--- src/bbsd_pkg.sv ---
package bbsd_pkg;
  localparam int ADDR_W = 15;
  localparam int DATA_W = 8;
  localparam logic [4:0] LAST_ADDR_BIT = 5'h0f;
  localparam logic [4:0] LAST_FRAME_BIT = 5'h17;
  localparam logic [4:0] FIRST_DATA_BIT = 5'h10;

  ////////////////////////////////////////////////////////////////////////
  // register offsets
  localparam logic [14:0] OFF_BB_ENABLE = 15'h0132;
  localparam logic [14:0] OFF_GAIN1 = 15'h0133;
  localparam logic [14:0] OFF_GAIN2 = 15'h0134;
  localparam logic [14:0] OFF_GAIN3 = 15'h0135;
  localparam logic [14:0] OFF_FILTER = 15'h013c;
  localparam logic [14:0] OFF_ATTEN = 15'h0140;
  localparam logic [14:0] OFF_INT_LO = 15'h0200;
  localparam logic [14:0] OFF_INT_HI = 15'h0201;
  localparam logic [14:0] OFF_FRAC_LO = 15'h0202;
  localparam logic [14:0] OFF_FRAC_MID = 15'h0203;
  localparam logic [14:0] OFF_FRAC_HI = 15'h0204;
  localparam logic [14:0] OFF_MOD_LO = 15'h0208;
  localparam logic [14:0] OFF_MOD_HI = 15'h0209;
  localparam logic [14:0] OFF_DIV_MODE = 15'h020b;
  localparam logic [14:0] OFF_REF_DIV = 15'h020c;

  ////////////////////////////////////////////////////////////////////////
  // reset values
  localparam logic [7:0] RST_BB_ENABLE = 8'h01;
  localparam logic [7:0] RST_GAIN = 8'hee;
  localparam logic [7:0] RST_FILTER = 8'h0a;
  localparam logic [7:0] RST_ATTEN = 8'h77;
  localparam logic [7:0] RST_INT_LO = 8'h89;
  localparam logic [7:0] RST_INT_HI = 8'h01;
  localparam logic [7:0] RST_ZERO = 8'h00;
  localparam logic [7:0] RST_DIV_MODE = 8'h01;
  localparam logic [7:0] RST_REF_DIV = 8'h03;

  ////////////////////////////////////////////////////////////////////////
  // writable bit masks; bits outside a mask are read-only zero
  localparam logic [7:0] MASK_BB_ENABLE = 8'h01;
  localparam logic [7:0] MASK_FILTER = 8'h0f;
  localparam logic [7:0] MASK_MOD_HI = 8'h3f;
  localparam logic [7:0] MASK_DIV_MODE = 8'h03;
  localparam logic [7:0] MASK_REF_DIV = 8'h1f;

  ////////////////////////////////////////////////////////////////////////
  // field positions
  localparam int GAIN_Q_LSB = 4;
  localparam int GAIN_I_LSB = 0;
  localparam int FILT_Q_LSB = 2;
  localparam int FILT_I_LSB = 0;
  localparam int ATT_Q_LSB = 4;
  localparam int ATT_I_LSB = 0;
  localparam int SHARED_BIAS_BIT = 0;
  localparam int PRESCALE_BIT = 1;
  localparam int FBDIV_BIT = 0;
endpackage

--- src/bbsd_cfg_if.sv ---
`timescale 1ns/1ns
// one register access decoded from a serial frame
interface bbsd_cfg_if;
  logic [14:0] addr;
  logic [7:0]  wdata;
  logic        wr_stb;
  logic [7:0]  rdata;

  modport engine (output addr, output wdata, output wr_stb, input rdata);
  modport bank (input addr, input wdata, input wr_stb, output rdata);
endinterface

--- src/bbsd_regs.sv ---
`timescale 1ns/1ns
module bbsd_regs
  import bbsd_pkg::*;
(
  input  wire logic          i_mclk,
  input  wire logic          i_reset_n,
  input  wire logic          i_cs_n,
  input  wire logic          i_sclk,
  input  wire logic          i_sdi,
  output logic               o_sdo,
  output logic               o_sdo_oe_n,
  output logic               o_shared_bias_enable,
  output logic [1:0]         o_stage1_gain_q,
  output logic [1:0]         o_stage1_gain_i,
  output logic [1:0]         o_stage2_gain_q,
  output logic [1:0]         o_stage2_gain_i,
  output logic [1:0]         o_stage3_gain_q,
  output logic [1:0]         o_stage3_gain_i,
  output logic [1:0]         o_filter_corner_q,
  output logic [1:0]         o_filter_corner_i,
  output logic [3:0]         o_attenuation_q,
  output logic [3:0]         o_attenuation_i,
  output logic [15:0]        o_integer_word,
  output logic [23:0]        o_primary_fraction_word,
  output logic [13:0]        o_aux_modulus,
  output logic               o_prescaler_enable,
  output logic               o_feedback_divider_enable,
  output logic [4:0]         o_reference_divide,
  output logic               o_cal_start
);
  import bbsd_pkg::*;

  bbsd_cfg_if cfg ();

  logic [7:0] bb_enable;
  logic [7:0] gain1;
  logic [7:0] gain2;
  logic [7:0] gain3;
  logic [7:0] filter_sel;
  logic [7:0] atten;
  logic [7:0] int_lo;
  logic [7:0] int_hi;
  logic [7:0] frac_lo;
  logic [7:0] frac_mid;
  logic [7:0] frac_hi;
  logic [7:0] mod_lo;
  logic [7:0] mod_hi;
  logic [7:0] div_mode;
  logic [7:0] ref_div;

  ////////////////////////////////////////////////////////////////////////
  // serial port front end
  bbsd_spi_engine u_engine (
    .i_mclk     (i_mclk),
    .i_reset_n  (i_reset_n),
    .i_cs_n     (i_cs_n),
    .i_sclk     (i_sclk),
    .i_sdi      (i_sdi),
    .o_sdo      (o_sdo),
    .o_sdo_oe_n (o_sdo_oe_n),
    .cfg        (cfg.engine)
  );

  ////////////////////////////////////////////////////////////////////////
  // address decode
  wire hit_bb_enable = cfg.addr == OFF_BB_ENABLE;
  wire hit_gain1 = cfg.addr == OFF_GAIN1;
  wire hit_gain2 = cfg.addr == OFF_GAIN2;
  wire hit_gain3 = cfg.addr == OFF_GAIN3;
  wire hit_filter = cfg.addr == OFF_FILTER;
  wire hit_atten = cfg.addr == OFF_ATTEN;
  wire hit_int_lo = cfg.addr == OFF_INT_LO;
  wire hit_int_hi = cfg.addr == OFF_INT_HI;
  wire hit_frac_lo = cfg.addr == OFF_FRAC_LO;
  wire hit_frac_mid = cfg.addr == OFF_FRAC_MID;
  wire hit_frac_hi = cfg.addr == OFF_FRAC_HI;
  wire hit_mod_lo = cfg.addr == OFF_MOD_LO;
  wire hit_mod_hi = cfg.addr == OFF_MOD_HI;
  wire hit_div_mode = cfg.addr == OFF_DIV_MODE;
  wire hit_ref_div = cfg.addr == OFF_REF_DIV;

  // write strobes; a write to an unmapped address is dropped
  wire wr_bb_enable = cfg.wr_stb & hit_bb_enable;
  wire wr_gain1 = cfg.wr_stb & hit_gain1;
  wire wr_gain2 = cfg.wr_stb & hit_gain2;
  wire wr_gain3 = cfg.wr_stb & hit_gain3;
  wire wr_filter = cfg.wr_stb & hit_filter;
  wire wr_atten = cfg.wr_stb & hit_atten;
  wire wr_int_lo = cfg.wr_stb & hit_int_lo;
  wire wr_int_hi = cfg.wr_stb & hit_int_hi;
  wire wr_frac_lo = cfg.wr_stb & hit_frac_lo;
  wire wr_frac_mid = cfg.wr_stb & hit_frac_mid;
  wire wr_frac_hi = cfg.wr_stb & hit_frac_hi;
  wire wr_mod_lo = cfg.wr_stb & hit_mod_lo;
  wire wr_mod_hi = cfg.wr_stb & hit_mod_hi;
  wire wr_div_mode = cfg.wr_stb & hit_div_mode;
  wire wr_ref_div = cfg.wr_stb & hit_ref_div;

  ////////////////////////////////////////////////////////////////////////
  // read-back selection; unmapped addresses read zero
  assign cfg.rdata = hit_bb_enable ? bb_enable :
                     hit_gain1     ? gain1 :
                     hit_gain2     ? gain2 :
                     hit_gain3     ? gain3 :
                     hit_filter    ? filter_sel :
                     hit_atten     ? atten :
                     hit_int_lo    ? int_lo :
                     hit_int_hi    ? int_hi :
                     hit_frac_lo   ? frac_lo :
                     hit_frac_mid  ? frac_mid :
                     hit_frac_hi   ? frac_hi :
                     hit_mod_lo    ? mod_lo :
                     hit_mod_hi    ? mod_hi :
                     hit_div_mode  ? div_mode :
                     hit_ref_div   ? ref_div : 8'h00;

  ////////////////////////////////////////////////////////////////////////
  // shared enable; read-only bits are held at zero by the mask
  always_ff @(posedge i_mclk)
  begin
    if (!i_reset_n)
      bb_enable <= RST_BB_ENABLE;
    else if (wr_bb_enable)
      bb_enable <= cfg.wdata & MASK_BB_ENABLE;
  end

  // amplifier gain selects; reserved pairs are stored as written
  always_ff @(posedge i_mclk)
  begin
    if (!i_reset_n)
    begin
      gain1 <= RST_GAIN;
      gain2 <= RST_GAIN;
      gain3 <= RST_GAIN;
    end
    else
    begin
      if (wr_gain1)
        gain1 <= cfg.wdata;
      if (wr_gain2)
        gain2 <= cfg.wdata;
      if (wr_gain3)
        gain3 <= cfg.wdata;
    end
  end

  // filter bandwidth; upper nibble never stores
  always_ff @(posedge i_mclk)
  begin
    if (!i_reset_n)
      filter_sel <= RST_FILTER;
    else if (wr_filter)
      filter_sel <= cfg.wdata & MASK_FILTER;
  end

  // step attenuator
  always_ff @(posedge i_mclk)
  begin
    if (!i_reset_n)
      atten <= RST_ATTEN;
    else if (wr_atten)
      atten <= cfg.wdata;
  end

  ////////////////////////////////////////////////////////////////////////
  // shadow bytes of the divider words; reads return the shadow, not
  // the active value, so software sees what it last wrote
  always_ff @(posedge i_mclk)
  begin
    if (!i_reset_n)
    begin
      int_lo   <= RST_INT_LO;
      int_hi   <= RST_INT_HI;
      frac_lo  <= RST_ZERO;
      frac_mid <= RST_ZERO;
      frac_hi  <= RST_ZERO;
    end
    else
    begin
      if (wr_int_lo)
        int_lo <= cfg.wdata;
      if (wr_int_hi)
        int_hi <= cfg.wdata;
      if (wr_frac_lo)
        frac_lo <= cfg.wdata;
      if (wr_frac_mid)
        frac_mid <= cfg.wdata;
      if (wr_frac_hi)
        frac_hi <= cfg.wdata;
    end
  end

  // auxiliary modulus is single buffered; top two bits read zero
  always_ff @(posedge i_mclk)
  begin
    if (!i_reset_n)
    begin
      mod_lo <= RST_ZERO;
      mod_hi <= RST_ZERO;
    end
    else
    begin
      if (wr_mod_lo)
        mod_lo <= cfg.wdata;
      if (wr_mod_hi)
        mod_hi <= cfg.wdata & MASK_MOD_HI;
    end
  end

  // divider mode and reference divider
  always_ff @(posedge i_mclk)
  begin
    if (!i_reset_n)
    begin
      div_mode <= RST_DIV_MODE;
      ref_div  <= RST_REF_DIV;
    end
    else
    begin
      if (wr_div_mode)
        div_mode <= cfg.wdata & MASK_DIV_MODE;
      if (wr_ref_div)
        ref_div <= cfg.wdata & MASK_REF_DIV;
    end
  end

  ////////////////////////////////////////////////////////////////////////
  // active divider words: both load together on the integer low byte write,
  // low byte from the write data, the rest from the shadows, so the synthesizer never sees a half update
  always_ff @(posedge i_mclk)
  begin
    if (!i_reset_n)
    begin
      o_integer_word          <= {RST_INT_HI, RST_INT_LO};
      o_primary_fraction_word <= {RST_ZERO, RST_ZERO, RST_ZERO};
    end
    else if (wr_int_lo)
    begin
      o_integer_word          <= {int_hi, cfg.wdata};
      o_primary_fraction_word <= {frac_hi, frac_mid, frac_lo};
    end
  end

  // one-cycle calibration request, in the same cycle as the commit
  always_ff @(posedge i_mclk)
  begin
    if (!i_reset_n)
      o_cal_start <= 1'b0;
    else
      o_cal_start <= wr_int_lo;
  end

  ////////////////////////////////////////////////////////////////////////
  // field outputs, registered so they change only after the bank does;
  // costs one cycle of latency against the register contents
  always_ff @(posedge i_mclk)
  begin
    if (!i_reset_n)
    begin
      o_shared_bias_enable      <= RST_BB_ENABLE[SHARED_BIAS_BIT];
      o_stage1_gain_q           <= RST_GAIN[GAIN_Q_LSB +: 2];
      o_stage1_gain_i           <= RST_GAIN[GAIN_I_LSB +: 2];
      o_stage2_gain_q           <= RST_GAIN[GAIN_Q_LSB +: 2];
      o_stage2_gain_i           <= RST_GAIN[GAIN_I_LSB +: 2];
      o_stage3_gain_q           <= RST_GAIN[GAIN_Q_LSB +: 2];
      o_stage3_gain_i           <= RST_GAIN[GAIN_I_LSB +: 2];
      o_filter_corner_q         <= RST_FILTER[FILT_Q_LSB +: 2];
      o_filter_corner_i         <= RST_FILTER[FILT_I_LSB +: 2];
      o_attenuation_q           <= RST_ATTEN[ATT_Q_LSB +: 4];
      o_attenuation_i           <= RST_ATTEN[ATT_I_LSB +: 4];
      o_aux_modulus             <= {RST_ZERO[5:0], RST_ZERO};
      o_prescaler_enable        <= RST_DIV_MODE[PRESCALE_BIT];
      o_feedback_divider_enable <= RST_DIV_MODE[FBDIV_BIT];
      o_reference_divide        <= RST_REF_DIV[4:0];
    end
    else
    begin
      o_shared_bias_enable      <= bb_enable[SHARED_BIAS_BIT];
      o_stage1_gain_q           <= gain1[GAIN_Q_LSB +: 2];
      o_stage1_gain_i           <= gain1[GAIN_I_LSB +: 2];
      o_stage2_gain_q           <= gain2[GAIN_Q_LSB +: 2];
      o_stage2_gain_i           <= gain2[GAIN_I_LSB +: 2];
      o_stage3_gain_q           <= gain3[GAIN_Q_LSB +: 2];
      o_stage3_gain_i           <= gain3[GAIN_I_LSB +: 2];
      o_filter_corner_q         <= filter_sel[FILT_Q_LSB +: 2];
      o_filter_corner_i         <= filter_sel[FILT_I_LSB +: 2];
      o_attenuation_q           <= atten[ATT_Q_LSB +: 4];
      o_attenuation_i           <= atten[ATT_I_LSB +: 4];
      o_aux_modulus             <= {mod_hi[5:0], mod_lo};
      o_prescaler_enable        <= div_mode[PRESCALE_BIT];
      o_feedback_divider_enable <= div_mode[FBDIV_BIT];
      o_reference_divide        <= ref_div[4:0];
    end
  end
endmodule

--- src/bbsd_spi_engine.sv ---
`timescale 1ns/1ns
// serial frame engine: r/w flag, 15 address bits, 8 data bits, msb first
module bbsd_spi_engine
  import bbsd_pkg::*;
(
  input  wire logic   i_mclk,
  input  wire logic   i_reset_n,
  input  wire logic   i_cs_n,
  input  wire logic   i_sclk,
  input  wire logic   i_sdi,
  output logic        o_sdo,
  output logic        o_sdo_oe_n,
  bbsd_cfg_if.engine  cfg
);
  logic        sclk_q;
  logic [4:0]  bit_cnt;
  logic [21:0] shift_in;
  logic        is_read;
  logic        load_pend;
  logic [7:0]  out_shift;

  // edges of the sampled serial clock, qualified by an open frame
  wire rise = i_sclk & ~sclk_q & ~i_cs_n;
  wire fall = ~i_sclk & sclk_q & ~i_cs_n;
  wire addr_done = rise && (bit_cnt == LAST_ADDR_BIT);
  wire frame_done = rise && (bit_cnt == LAST_FRAME_BIT);
  wire drive_bit = fall && is_read && (bit_cnt >= FIRST_DATA_BIT);

  always_ff @(posedge i_mclk)
    sclk_q <= i_reset_n ? i_sclk : 1'b0;

  ////////////////////////////////////////////////////////////////////////
  // bit counter and input shifter; a raised select abandons the frame
  always_ff @(posedge i_mclk)
  begin
    if (!i_reset_n || i_cs_n)
    begin
      bit_cnt  <= 5'h00;
      shift_in <= 22'h000000;
    end
    else if (rise)
    begin
      bit_cnt  <= frame_done ? 5'h00 : bit_cnt + 5'h01;
      shift_in <= {shift_in[20:0], i_sdi};
    end
  end

  // address and data capture; write strobe lasts one cycle
  always_ff @(posedge i_mclk)
  begin
    if (!i_reset_n)
    begin
      cfg.addr   <= 15'h0000;
      cfg.wdata  <= 8'h00;
      cfg.wr_stb <= 1'b0;
      is_read    <= 1'b0;
      load_pend  <= 1'b0;
    end
    else
    begin
      cfg.wr_stb <= frame_done & ~is_read;
      load_pend  <= addr_done;
      if (addr_done)
      begin
        cfg.addr <= {shift_in[13:0], i_sdi};
        is_read  <= shift_in[14];
      end
      if (frame_done)
        cfg.wdata <= {shift_in[6:0], i_sdi};
    end
  end

  ////////////////////////////////////////////////////////////////////////
  // read data goes out on falling edges so the host samples it on rising
  always_ff @(posedge i_mclk)
  begin
    if (!i_reset_n || i_cs_n)
    begin
      out_shift  <= 8'h00;
      o_sdo      <= 1'b0;
      o_sdo_oe_n <= 1'b1;
    end
    else if (load_pend && is_read)
    begin
      out_shift  <= cfg.rdata;
      o_sdo_oe_n <= 1'b0;
    end
    else if (drive_bit)
    begin
      o_sdo     <= out_shift[7];
      out_shift <= {out_shift[6:0], 1'b0};
    end
  end
endmodule

--- config.mk ---
export PLATFORM = sky130hd
export DESIGN_NAME = bbsd_regs
export DESIGN_NICKNAME = d
export VERILOG_FILES = /design/src/bbsd_pkg.sv /design/src/bbsd_cfg_if.sv /design/src/bbsd_regs.sv /design/src/bbsd_spi_engine.sv
export SDC_FILE = /design/constraint.sdc
export NUM_CORES = 1
export LEC_CHECK = 0
export BUFFER_PORTS_ARGS = -buffer_cell sky130_fd_sc_hd__buf_4
export CAP_MARGIN = 15
export CORE_ASPECT_RATIO = 1.1
export CORE_UTILIZATION = 41
export CTS_CLUSTER_DIAMETER = 100
export DETAILED_ROUTE_END_ITERATION = 8
export GPL_ROUTABILITY_DRIVEN = 0
export SKIP_LAST_GASP = 1
export SYNTH_ARGS = -nofsm -noshare
export SYNTH_HDL_FRONTEND = slang
export SYNTH_HIERARCHICAL = 1
export SYNTH_SLANG_ARGS = --single-unit
--- constraint.sdc ---
create_clock -name i_mclk -period 2.6 [get_ports i_mclk]
set_input_delay 0.65 -clock i_mclk [delete_from_list [all_inputs] [get_ports i_mclk]]
set_output_delay 0.65 -clock i_mclk [all_outputs]
set_load 0.02 [all_outputs]
==> impl_metrics.yaml, run 1 <==
die:
  die_y_um: 162
  num_rows: 58
  io_pins: 94
  core-area_um2: 22900
  die_area_um2: 24000
  start_util_pct: 41.8
  die_w_um: 148
timing:
  tightest_slew_ns: 0.899
  hold_viol_final: 0
  fin_skew_ns: 0.0166
  slew_headroom_pct: 40.0
  setup_tns_ns: 0
  setup_viol: 0
  slew_viol_final: 0
  rsz0062_at_grt: "false"
  period_share_pct: 92.1
  period_minus_slack_ns: 2.39
  fmax_mhz: 418
logic_synthesis:
  netlist_area_um2: 9590
  synthTopCellsByArea: "dfxtp_1, mux2i_1, nand2_1"
  ys_ff_latch: 234
  yosysTopAreaCell: "dfxtp_1"
  ys.flop_type: "dfxtp_1"
  ys_types: 71
  yosysSeqAreaShare_pct: 48.9
  synthesis.nets: 1065
  synth_top_area_share_pct: 48.9
  post_synth_inst_count: 1058
  avgSynthCellArea_um2: 9.06
  synth_warnings: 6
  synthArstFlopShare_pct: 0
  synth_edf_count: 0
worst_setup_path:
  startpoint_type: "flip-flop"
  worst_ep_required_time_ns: 2.96
  cp_max_fo: 16
  worstSetupPathType: "flip-flop to flip-flop"
  worst_setup_path_end_kind: "flip-flop"
  crit_arrival_ns: 2.76
grt:
  grt_pass1_wl_mm: 40.0
  grtUsageTotal_pct: 21.3
  antenna_found_initial: 0
  grt-ovfl-total: 0
  grt_pass1_vias: 6971
  grt_start_max_net_pins: 109
clock_network:
  clkSinkCount: 234
  clk-insertion-delay-late_ns: 0.51
  post-cts-setup-buffer-count: 0
  numCtsBuffers: 23
  htree_levels: 1
  tritoncts: "built"
  cts_root_buf: "clkbuf_16"
  cts.clk_slew.worst_paths_ns: 0.07
  cts_max_path_buffers: 3
  ctsResizeCount: 0
  postCtsHoldBufs: 0
power_and_ir_drop:
  p_int_uw: 5540
  switchingPower_uw: 1450
  sw_frac_of_total_pct: 20.7
  p_seq_share_pct: 51.3
  p_clk_share_pct: 47.1
  irDropWorstVdd_mv: 0.473
  p_leak_uw: 0.00459
  pwr-share-comb_pct: 1.6
  power.density_nw_per_um2: 615
routing:
  via_count: 7694
  vias_per_cell: 5.30
  wl_mm: 25.7
  avgRoutedWirePerCell_um: 17.7
  ant_nets: 0
  firstDrtPassIters: 5
  drtIter0Drc: 531
  drc: 0
final_layout:
  nFillCells: 2232
  stdcell_area_um2: 11400
  area_growth_pct: 18.6
  diodes: 0
  drive_above_1_share_pct: 16.2
  nets: 1142
placed_design:
  dp_hpwl_mm: 17.8
  port_buffers: 93
  dpl_cell_area_um2: 10600
run:
  max_cap_violations: 0
status:
  status: "finished clean"
hold_path:
  min_path_type: "input pin to flip-flop"
worst max-delay path, cell delays in order (launching register included):
cell	delay [ns]
dfxtp_1	0.71
buf_4	0.27
mux2i_1	0.33
o221ai_1	0.17
o221ai_1	0.25
a221oi_2	0.10
a2bb2oi_1	0.16
o21ai_0	0.19
a31oi_1	0.07
layout make-up:
class,count,area (um^2),share of cell area (%)
sequential,234,4680,41.2
multi-input combinational,737,4550,40.0
timing repair buffer,127,966,8.50
clock buffer,32,639,5.62
tap,300,375,3.30
clock inverter,9,106,0.935
inverter,12,45.0,0.396
worst paths after layout:
check / from / to / slack (ns) / cells past startpoint
worst max register to register: u_engine/cfg.addr[0] / u_engine/out_shift[4] / 0.21 / 8
worst max-delay path: u_engine/cfg.addr[0] / u_engine/out_shift[4] / 0.21 / 8
worst min-delay path: i_sclk / u_engine/sclk_q / 0.40 / 2
worst min register to register: o_integer_word[14] / o_integer_word[14] / 0.45 / 2
flip-flops by register name, summed over array words and instances, names as in the netlist, 5 cells and up:
register	cells
o_reference_divide	5
u_engine/bit_cnt	5
u_engine/shift_in	15
mod_lo	8
ref_div	5
int_hi	8
frac_mid	8
int_lo	7
gain1	8
gain3	8
u_engine/out_shift	8
frac_lo	8
gain2	8
o_aux_modulus	14
frac_hi	8
u_engine/cfg.addr	15
atten	8
o_integer_word	9
mod_hi	6
o_primary_fraction_word	24
u_engine/cfg.wdata	8
power by group through the flow:
stage	Combinational, uW	Clock, uW	Sequential [uW]
finish	112	3290	3590
floorplan	79.8	0	3670
global placement	112	0	3670
detailed placement	111	0	3670
global route	122	3520	3590
CTS	112	3370	3590
metrics by stage:
| step | total power [uW] | hold WS, ns | util, % | setup slack, ns | instances |
|---|---|---|---|---|---|
| 2_1_floorplan | 3750 | 0.416 | - | 0.675 | 1058 |
| 3_3_place_gp | 3780 | 0.438 | 46.3 | 0.301 | 1410 |
| 3_5_place_dp | 3780 | 0.443 | 46.3 | 0.252 | 1410 |
| 4_1_cts | 7070 | 0.392 | 49.6 | 0.205 | 1451 |
| 5_1_grt | 7230 | 0.412 | 49.6 | 0.0140 | 1451 |
| 6_report | 6990 | 0.404 | 49.6 | 0.206 | 1451 |
synthesized netlist by cell type, types with 3 or more instances:
master,n
dfxtp_1,234
nand2_1,201
mux2i_1,82
a21oi_1,67
nor2b_1,67
clkbuf_1,51
nand3_1,43
a21boi_1,36
o21ai_0,35
and2_1,30
nand2b_1,23
nor2_1,19
buf_2,18
a31oi_1,13
inv_1,11
o211ai_1,10
a22oi_1,6
o22ai_1,6
or3_1,6
a222oi_1,5
buf_4,5
nand4b_1,5
o221ai_1,5
a22o_1,4
nand3_4,4
nor3_1,4
o21a_1,4
o22a_1,4
a221oi_1,3
and3b_1,3
nand3b_1,3
nand4_1,3
nor3_2,3
cells by family (layout without fill, tap and decap cells):
logic type | count (synthesis) | in the layout | synth area share (%)
AND/OR/NAND/NOR | 438 | 438 | 24.0
AO/OA/AOI/OAI | 213 | 213 | 14.3
flip-flops | 234 | 234 | 48.9
multiplexers | 83 | 83 | 8.68
buffers and inverters | 87 | 180 | 3.84
XOR/XNOR | 1 | 1 | 0.0914
adder cells (fa/ha/maj) | 2 | 2 | 0.261
routing by layer:
metal,GRT usage [%],part of all wire [%],up-vias
met5,0,0,-
met4,7.64,2.8,0
met3,2.83,5.6,45
met2,32.9,45,234
met1,30.3,47,3620
li1,-,-,3795
layout by cell type, fill, tap and decap left out, types with 10 or more instances in the layout:
cell type | netlist | routed
dfxtp_1 | 234 | 234
nand2_1 | 201 | 201
buf_4 | 5 | 126
mux2i_1 | 82 | 82
nor2b_1 | 67 | 67
a21oi_1 | 67 | 67
nand3_1 | 43 | 43
a21boi_1 | 36 | 36
o21ai_0 | 35 | 35
and2_1 | 30 | 30
nand2b_1 | 23 | 23
clkbuf_16 | 0 | 23
nor2_1 | 19 | 19
a31oi_1 | 13 | 13
inv_1 | 11 | 11
o211ai_1 | 10 | 10
Note: power is estimated with default switching activity, not from simulation.
==> run 2, diff against run 1 <==
--- a/config.mk
+++ b/config.mk
@@ -15,5 +15,4 @@
 export SKIP_LAST_GASP = 1
 export SYNTH_ARGS = -nofsm -noshare
 export SYNTH_HDL_FRONTEND = slang
-export SYNTH_HIERARCHICAL = 1
 export SYNTH_SLANG_ARGS = --single-unit
==> impl_metrics.yaml, run 2 <==
final_layout:
  nFillCells: 2255
  drive_above_1_share_pct: 15.6
  diodes: 0
  seq_area_um2: 4690
  largest_register_ffs: 24
  top_regs: "o_primary_fraction_word: 24 flops, u_engine.cfg.addr: 15 flops, u_engine.shift_in: 15 flops"
  layout_commonest_cell: "nand2_1"
  nets: 1253
  area_growth_pct: 19.4
  largest-register: "o_primary_fraction_word"
  multi_input_area_um2: 4840
  final_cell_mix: "nand2_1, dfxtp_1, buf_4"
timing:
  final.setup.worst_slack_ns: 0.242
  setup_tns_ns: 0
  rsz0062_at_grt: "false"
  slew_viol_final: 0
  hold_viol_final: 0
  fin_skew_ns: 0.0171
  setup_viol: 0
  period_share_pct: 90.7
  fmax_mhz: 424
  slew_headroom_pct: 35.0
  tightest_slew_ns: 0.974
  period_minus_slack_ns: 2.36
die:
  die_y_um: 165
  num_rows: 59
  io_pins: 94
  core-area_um2: 23700
  start_util_pct: 41.9
  die_area_um2: 24800
  die_w_um: 150
logic_synthesis:
  synth_edf_count: 0
  avgSynthCellArea_um2: 8.50
  post_synth_inst_count: 1167
  synth_warnings: 0
  synthesis.nets: 1174
  synthArstFlopShare_pct: 0
  yosysSeqAreaShare_pct: 47.2
  ys_ff_latch: 234
  yosysMostFrequentCell: "nand2_1"
  netlist_area_um2: 9920
  synth_top_area_share_pct: 47.2
  yosysTopAreaCell: "dfxtp_1"
  synthTopCellsByCount: "nand2_1, dfxtp_1, a21boi_1"
  synthTopCellsByArea: "dfxtp_1, nand2_1, a21boi_1"
  ys.flop_type: "dfxtp_1"
  ys_types: 74
grt:
  grt_pass1_vias: 7844
  grt_pass1_wl_mm: 45.3
  antenna_found_initial: 0
  grt-ovfl-total: 0
  grt_start_max_net_pins: 98
  grtUsageTotal_pct: 23.6
worst_setup_path:
  worstSetupPathType: "flip-flop to flip-flop"
  worst_setup_path_end_kind: "flip-flop"
  setup.worst_path.start: "u_engine.cfg.addr[0]"
  crit_arrival_ns: 2.76
  worst_ep_required_time_ns: 3.00
  startpoint_type: "flip-flop"
  cp_max_fo: 24
  r2r-start: "u_engine.cfg.addr[0]"
routing:
  vias_per_cell: 5.38
  drtIter0Drc: 573
  firstDrtPassIters: 5
  wl_mm: 29.0
  ant_nets: 0
  drc: 0
  avgRoutedWirePerCell_um: 18.5
  via_count: 8434
placed_design:
  dp_hpwl_mm: 20.4
  port_buffers: 93
  post-place-ws_ns: 0.204
clock_network:
  cts_max_path_buffers: 3
  htree_levels: 1
  cts.clk_slew.worst_paths_ns: 0.06
  numCtsBuffers: 25
  ctsResizeCount: 0
  clk-insertion-delay-late_ns: 0.53
  postCtsHoldBufs: 0
  clkSinkCount: 234
  cts_root_buf: "clkbuf_16"
  tritoncts: "built"
  post-cts-setup-buffer-count: 0
power_and_ir_drop:
  p_leak_uw: 0.00464
  irDropWorstVdd_mv: 0.537
  power.density_nw_per_um2: 609
run:
  max_cap_violations: 0
status:
  status: "finished clean"
hold_path:
  min_path_type: "input pin to flip-flop"
  min_from: "i_sclk"
[run 2: changes by cell type after synthesis, sizes merged, moves of 8 or more]
cell | before | now
a21oi | 68 | 46
nor2 | 22 | 35
and3 | 2 | 12
nor3 | 8 | 25
a31oi | 13 | 3
a21boi | 38 | 85
o21ai | 35 | 23
nand2 | 203 | 288
nor2b | 67 | 40
mux2i | 82 | 50
buf | 24 | 32
[run 2: path summary, 6_finish.rpt]
| path | end | slack (ns) | depth (start not counted) |
|---|---|---|---|
| worst max register to register | u_engine.out_shift[1] | 0.24 | 7 |
| worst max-delay path | u_engine.out_shift[1] | 0.24 | 7 |
| worst min register to register | o_primary_fraction_word[18] | 0.45 | 2 |
| worst min-delay path | u_engine.sclk_q | 0.35 | 2 |
[run 2: through the flow]
stage	total power [uW]	hold WS [ns]	util, %	instance area, um^2	std cells
after floorplan	3750	0.416	-	9920	1167
after global placement	3780	0.444	46.6	11000	1524
after detailed placement	3780	0.447	46.6	11000	1524
after CTS	7270	0.341	50.0	11900	1568
after global routing	7440	0.357	50.0	11900	1568
final	7210	0.349	50.0	11900	1568
[run 2: cell type report]
cell class              count  area share, %
repair buffers            138           9.27
well taps                 305           3.22
multi-input cells         837           40.9
clock inverters            12           1.03
clock buffers              32           5.75
flip-flops and latches    234           39.5
inverters                  10          0.317
[run 2: routing by layer]
metal / GRT usage, % / routed length (um)
met1: 31.8 / 13200
met2: 39.0 / 13400
met3: 4.04 / 1750
met4: 5.83 / 567
met5: 0 / 0
[run 2: cell families (layout without fill, tap and decap cells)]
family | count (synthesis) | in the layout | share of synthesized area [%]
compound gates | 221 | 221 | 15.4
xor+xnor | 3 | 3 | 0.265
fa+ha+maj | 2 | 2 | 0.252
buf+inv | 96 | 192 | 4.00
flops | 234 | 234 | 47.2
mux | 52 | 52 | 5.27
simple gates | 559 | 559 | 27.6
[run 2: critical path, cell delays in order, from the launching register on]
cell and delay (ns):
dfxtp_2 0.59, buf_4 0.36, nor4bb_1 0.51, a21oi_1 0.07
o21ai_1 0.17, a2111oi_2 0.10, nor3_1 0.30, a211oi_1 0.11
[run 2: where the power goes]
group	total [uW]	switching [uW]	internal, uW	leakage [uW]
clock network	3510	1460	2050	0.000395
logic	110	66.5	43.6	0.00236
registers	3590	1.52	3590	0.00189
==> run 3, diff against run 2 <==
--- a/config.mk
+++ b/config.mk
@@ -6,9 +6,10 @@
 export NUM_CORES = 1
 export LEC_CHECK = 0
 export BUFFER_PORTS_ARGS = -buffer_cell sky130_fd_sc_hd__buf_4
-export CAP_MARGIN = 15
+export CAP_MARGIN = 10
 export CORE_ASPECT_RATIO = 1.1
-export CORE_UTILIZATION = 41
+export CORE_UTILIZATION = 45
+export CTS_BUF_LIST = sky130_fd_sc_hd__clkbuf_4
 export CTS_CLUSTER_DIAMETER = 100
 export DETAILED_ROUTE_END_ITERATION = 8
 export GPL_ROUTABILITY_DRIVEN = 0
==> impl_metrics.yaml, run 3 (synthesized netlist as in run 2, its figures left out) <==
status:
  status: "finished clean"
worst_setup_path:
  crit_arrival_ns: 2.86
  startpoint_type: "flip-flop"
  r2r-start: "u_engine.cfg.addr[3]"
  worstSetupPathType: "flip-flop to flip-flop"
  setup.worst_path.start: "u_engine.cfg.addr[3]"
  worst_setup_path_end_kind: "flip-flop"
  cp_max_fo: 21
  reg2reg_setup_slack_ns: 0.29
  worst_ep_required_time_ns: 3.15
timing:
  hold_viol_final: 0
  rsz0062_at_grt: "false"
  tightest_slew_ns: 0.975
  final.setup.worst_slack_ns: 0.287
  slew_headroom_pct: 34.9
  fin_skew_ns: 0.0288
  setup_viol: 0
  setup_tns_ns: 0
  period_share_pct: 89.0
  period_minus_slack_ns: 2.31
  fmax_mhz: 432
  slew_viol_final: 0
routing:
  avgRoutedWirePerCell_um: 17.8
  drtIter0Drc: 634
  firstDrtPassIters: 5
  drc: 0
  ant_nets: 0
  vias_per_cell: 5.37
  wl_mm: 28.4
  via_count: 8555
die:
  start_util_pct: 46.3
  num_rows: 56
  die_y_um: 158
  die_area_um2: 22700
  core-area_um2: 21400
  io_pins: 94
  die_w_um: 144
placed_design:
  dp_hpwl_mm: 19.5
  port_buffers: 93
  post-place-ws_ns: 0.327
  place_inst: 1502
final_layout:
  area_growth_pct: 16.7
  top_regs: "o_primary_fraction_word: 24 flops, u_engine.cfg.addr: 15 flops, u_engine.shift_in: 15 flops"
  nFillCells: 2108
  final_cell_mix: "nand2_1, dfxtp_1, buf_4"
  multi_input_area_um2: 4840
  final_util_pct: 54.0
  seq_area_um2: 4690
  largest-register: "o_primary_fraction_word"
  drive_above_1_share_pct: 18.1
  layout.cells.non_filler: 1592
  layout_commonest_cell: "nand2_1"
  nets: 1279
  largest_register_ffs: 24
hold_path:
  min_from: "i_sclk"
  min_path_type: "input pin to flip-flop"
power_and_ir_drop:
  irDropWorstVdd_mv: 0.280
  power.total_uw: 6500
  p_leak_uw: 0.00459
  power.density_nw_per_um2: 561
grt:
  grt_start_max_net_pins: 187
  grt_pass1_wl_mm: 44.5
  grt_pass1_vias: 7986
  grt-ovfl-total: 0
  antenna_found_initial: 1
  grtUsageTotal_pct: 25.7
clock_network:
  tritoncts: "built"
  clkSinkCount: 234
  numCtsBuffers: 58
  postCtsHoldBufs: 0
  htree_levels: 2
  cts_max_path_buffers: 3
  cts.clk_slew.worst_paths_ns: 0.07
  post-cts-setup-buffer-count: 0
  cts_root_buf: "clkbuf_4"
  ctsResizeCount: 0
  clk-insertion-delay-late_ns: 0.67
run:
  max_cap_violations: 0
## run 3: final timing paths
path / end / cells after the start
max: u_engine.out_shift[3] / 7
min: u_engine.sclk_q / 2
max reg2reg: u_engine.out_shift[3] / 7
min reg2reg: o_primary_fraction_word[17] / 2
## run 3: per-stage QoR
step           hold WS, ns  instance area (um^2)
2_1_floorplan        0.416                  9920
6_report             0.209                 11600
3_3_place_gp         0.444                 10900
3_5_place_dp         0.447                 10900
5_1_grt              0.184                 11600
4_1_cts              0.158                 11600
## run 3: routing by layer
metal	vias up	global-route usage, %	wire length [um]
li1	4208	-	-
met1	3941	34.3	12600
met2	341	40.2	12900
met3	65	5.23	2000
met4	0	10.8	928
met5	-	0	0
## run 3: cell type report
| class | instances | share of cell area, % |
|---|---|---|
| Multi-Input combinational cell | 837 | 41.8 |
| Sequential cell | 234 | 40.4 |
| Timing Repair Buffer | 131 | 8.60 |
| Clock buffer | 86 | 5.57 |
| Tap cell | 290 | 3.13 |
| Inverter | 10 | 0.324 |
| Clock inverter | 3 | 0.0972 |
| Antenna cell | 1 | 0.0216 |
## run 3: critical path, stage by stage (launching register included)
cell and delay, ns:
dfxtp_1 0.48, buf_4 0.32, nor4bb_1 0.47, a22oi_1 0.21, a21oi_1 0.26, a2111o_1 0.16
a31oi_1 0.08, nor4_1 0.20
## run 3: report_power, final
group / switching [uW] / internal, uW
clock: 1340 / 1470
sequential: 1.53 / 3590
combinational: 64.3 / 39.3
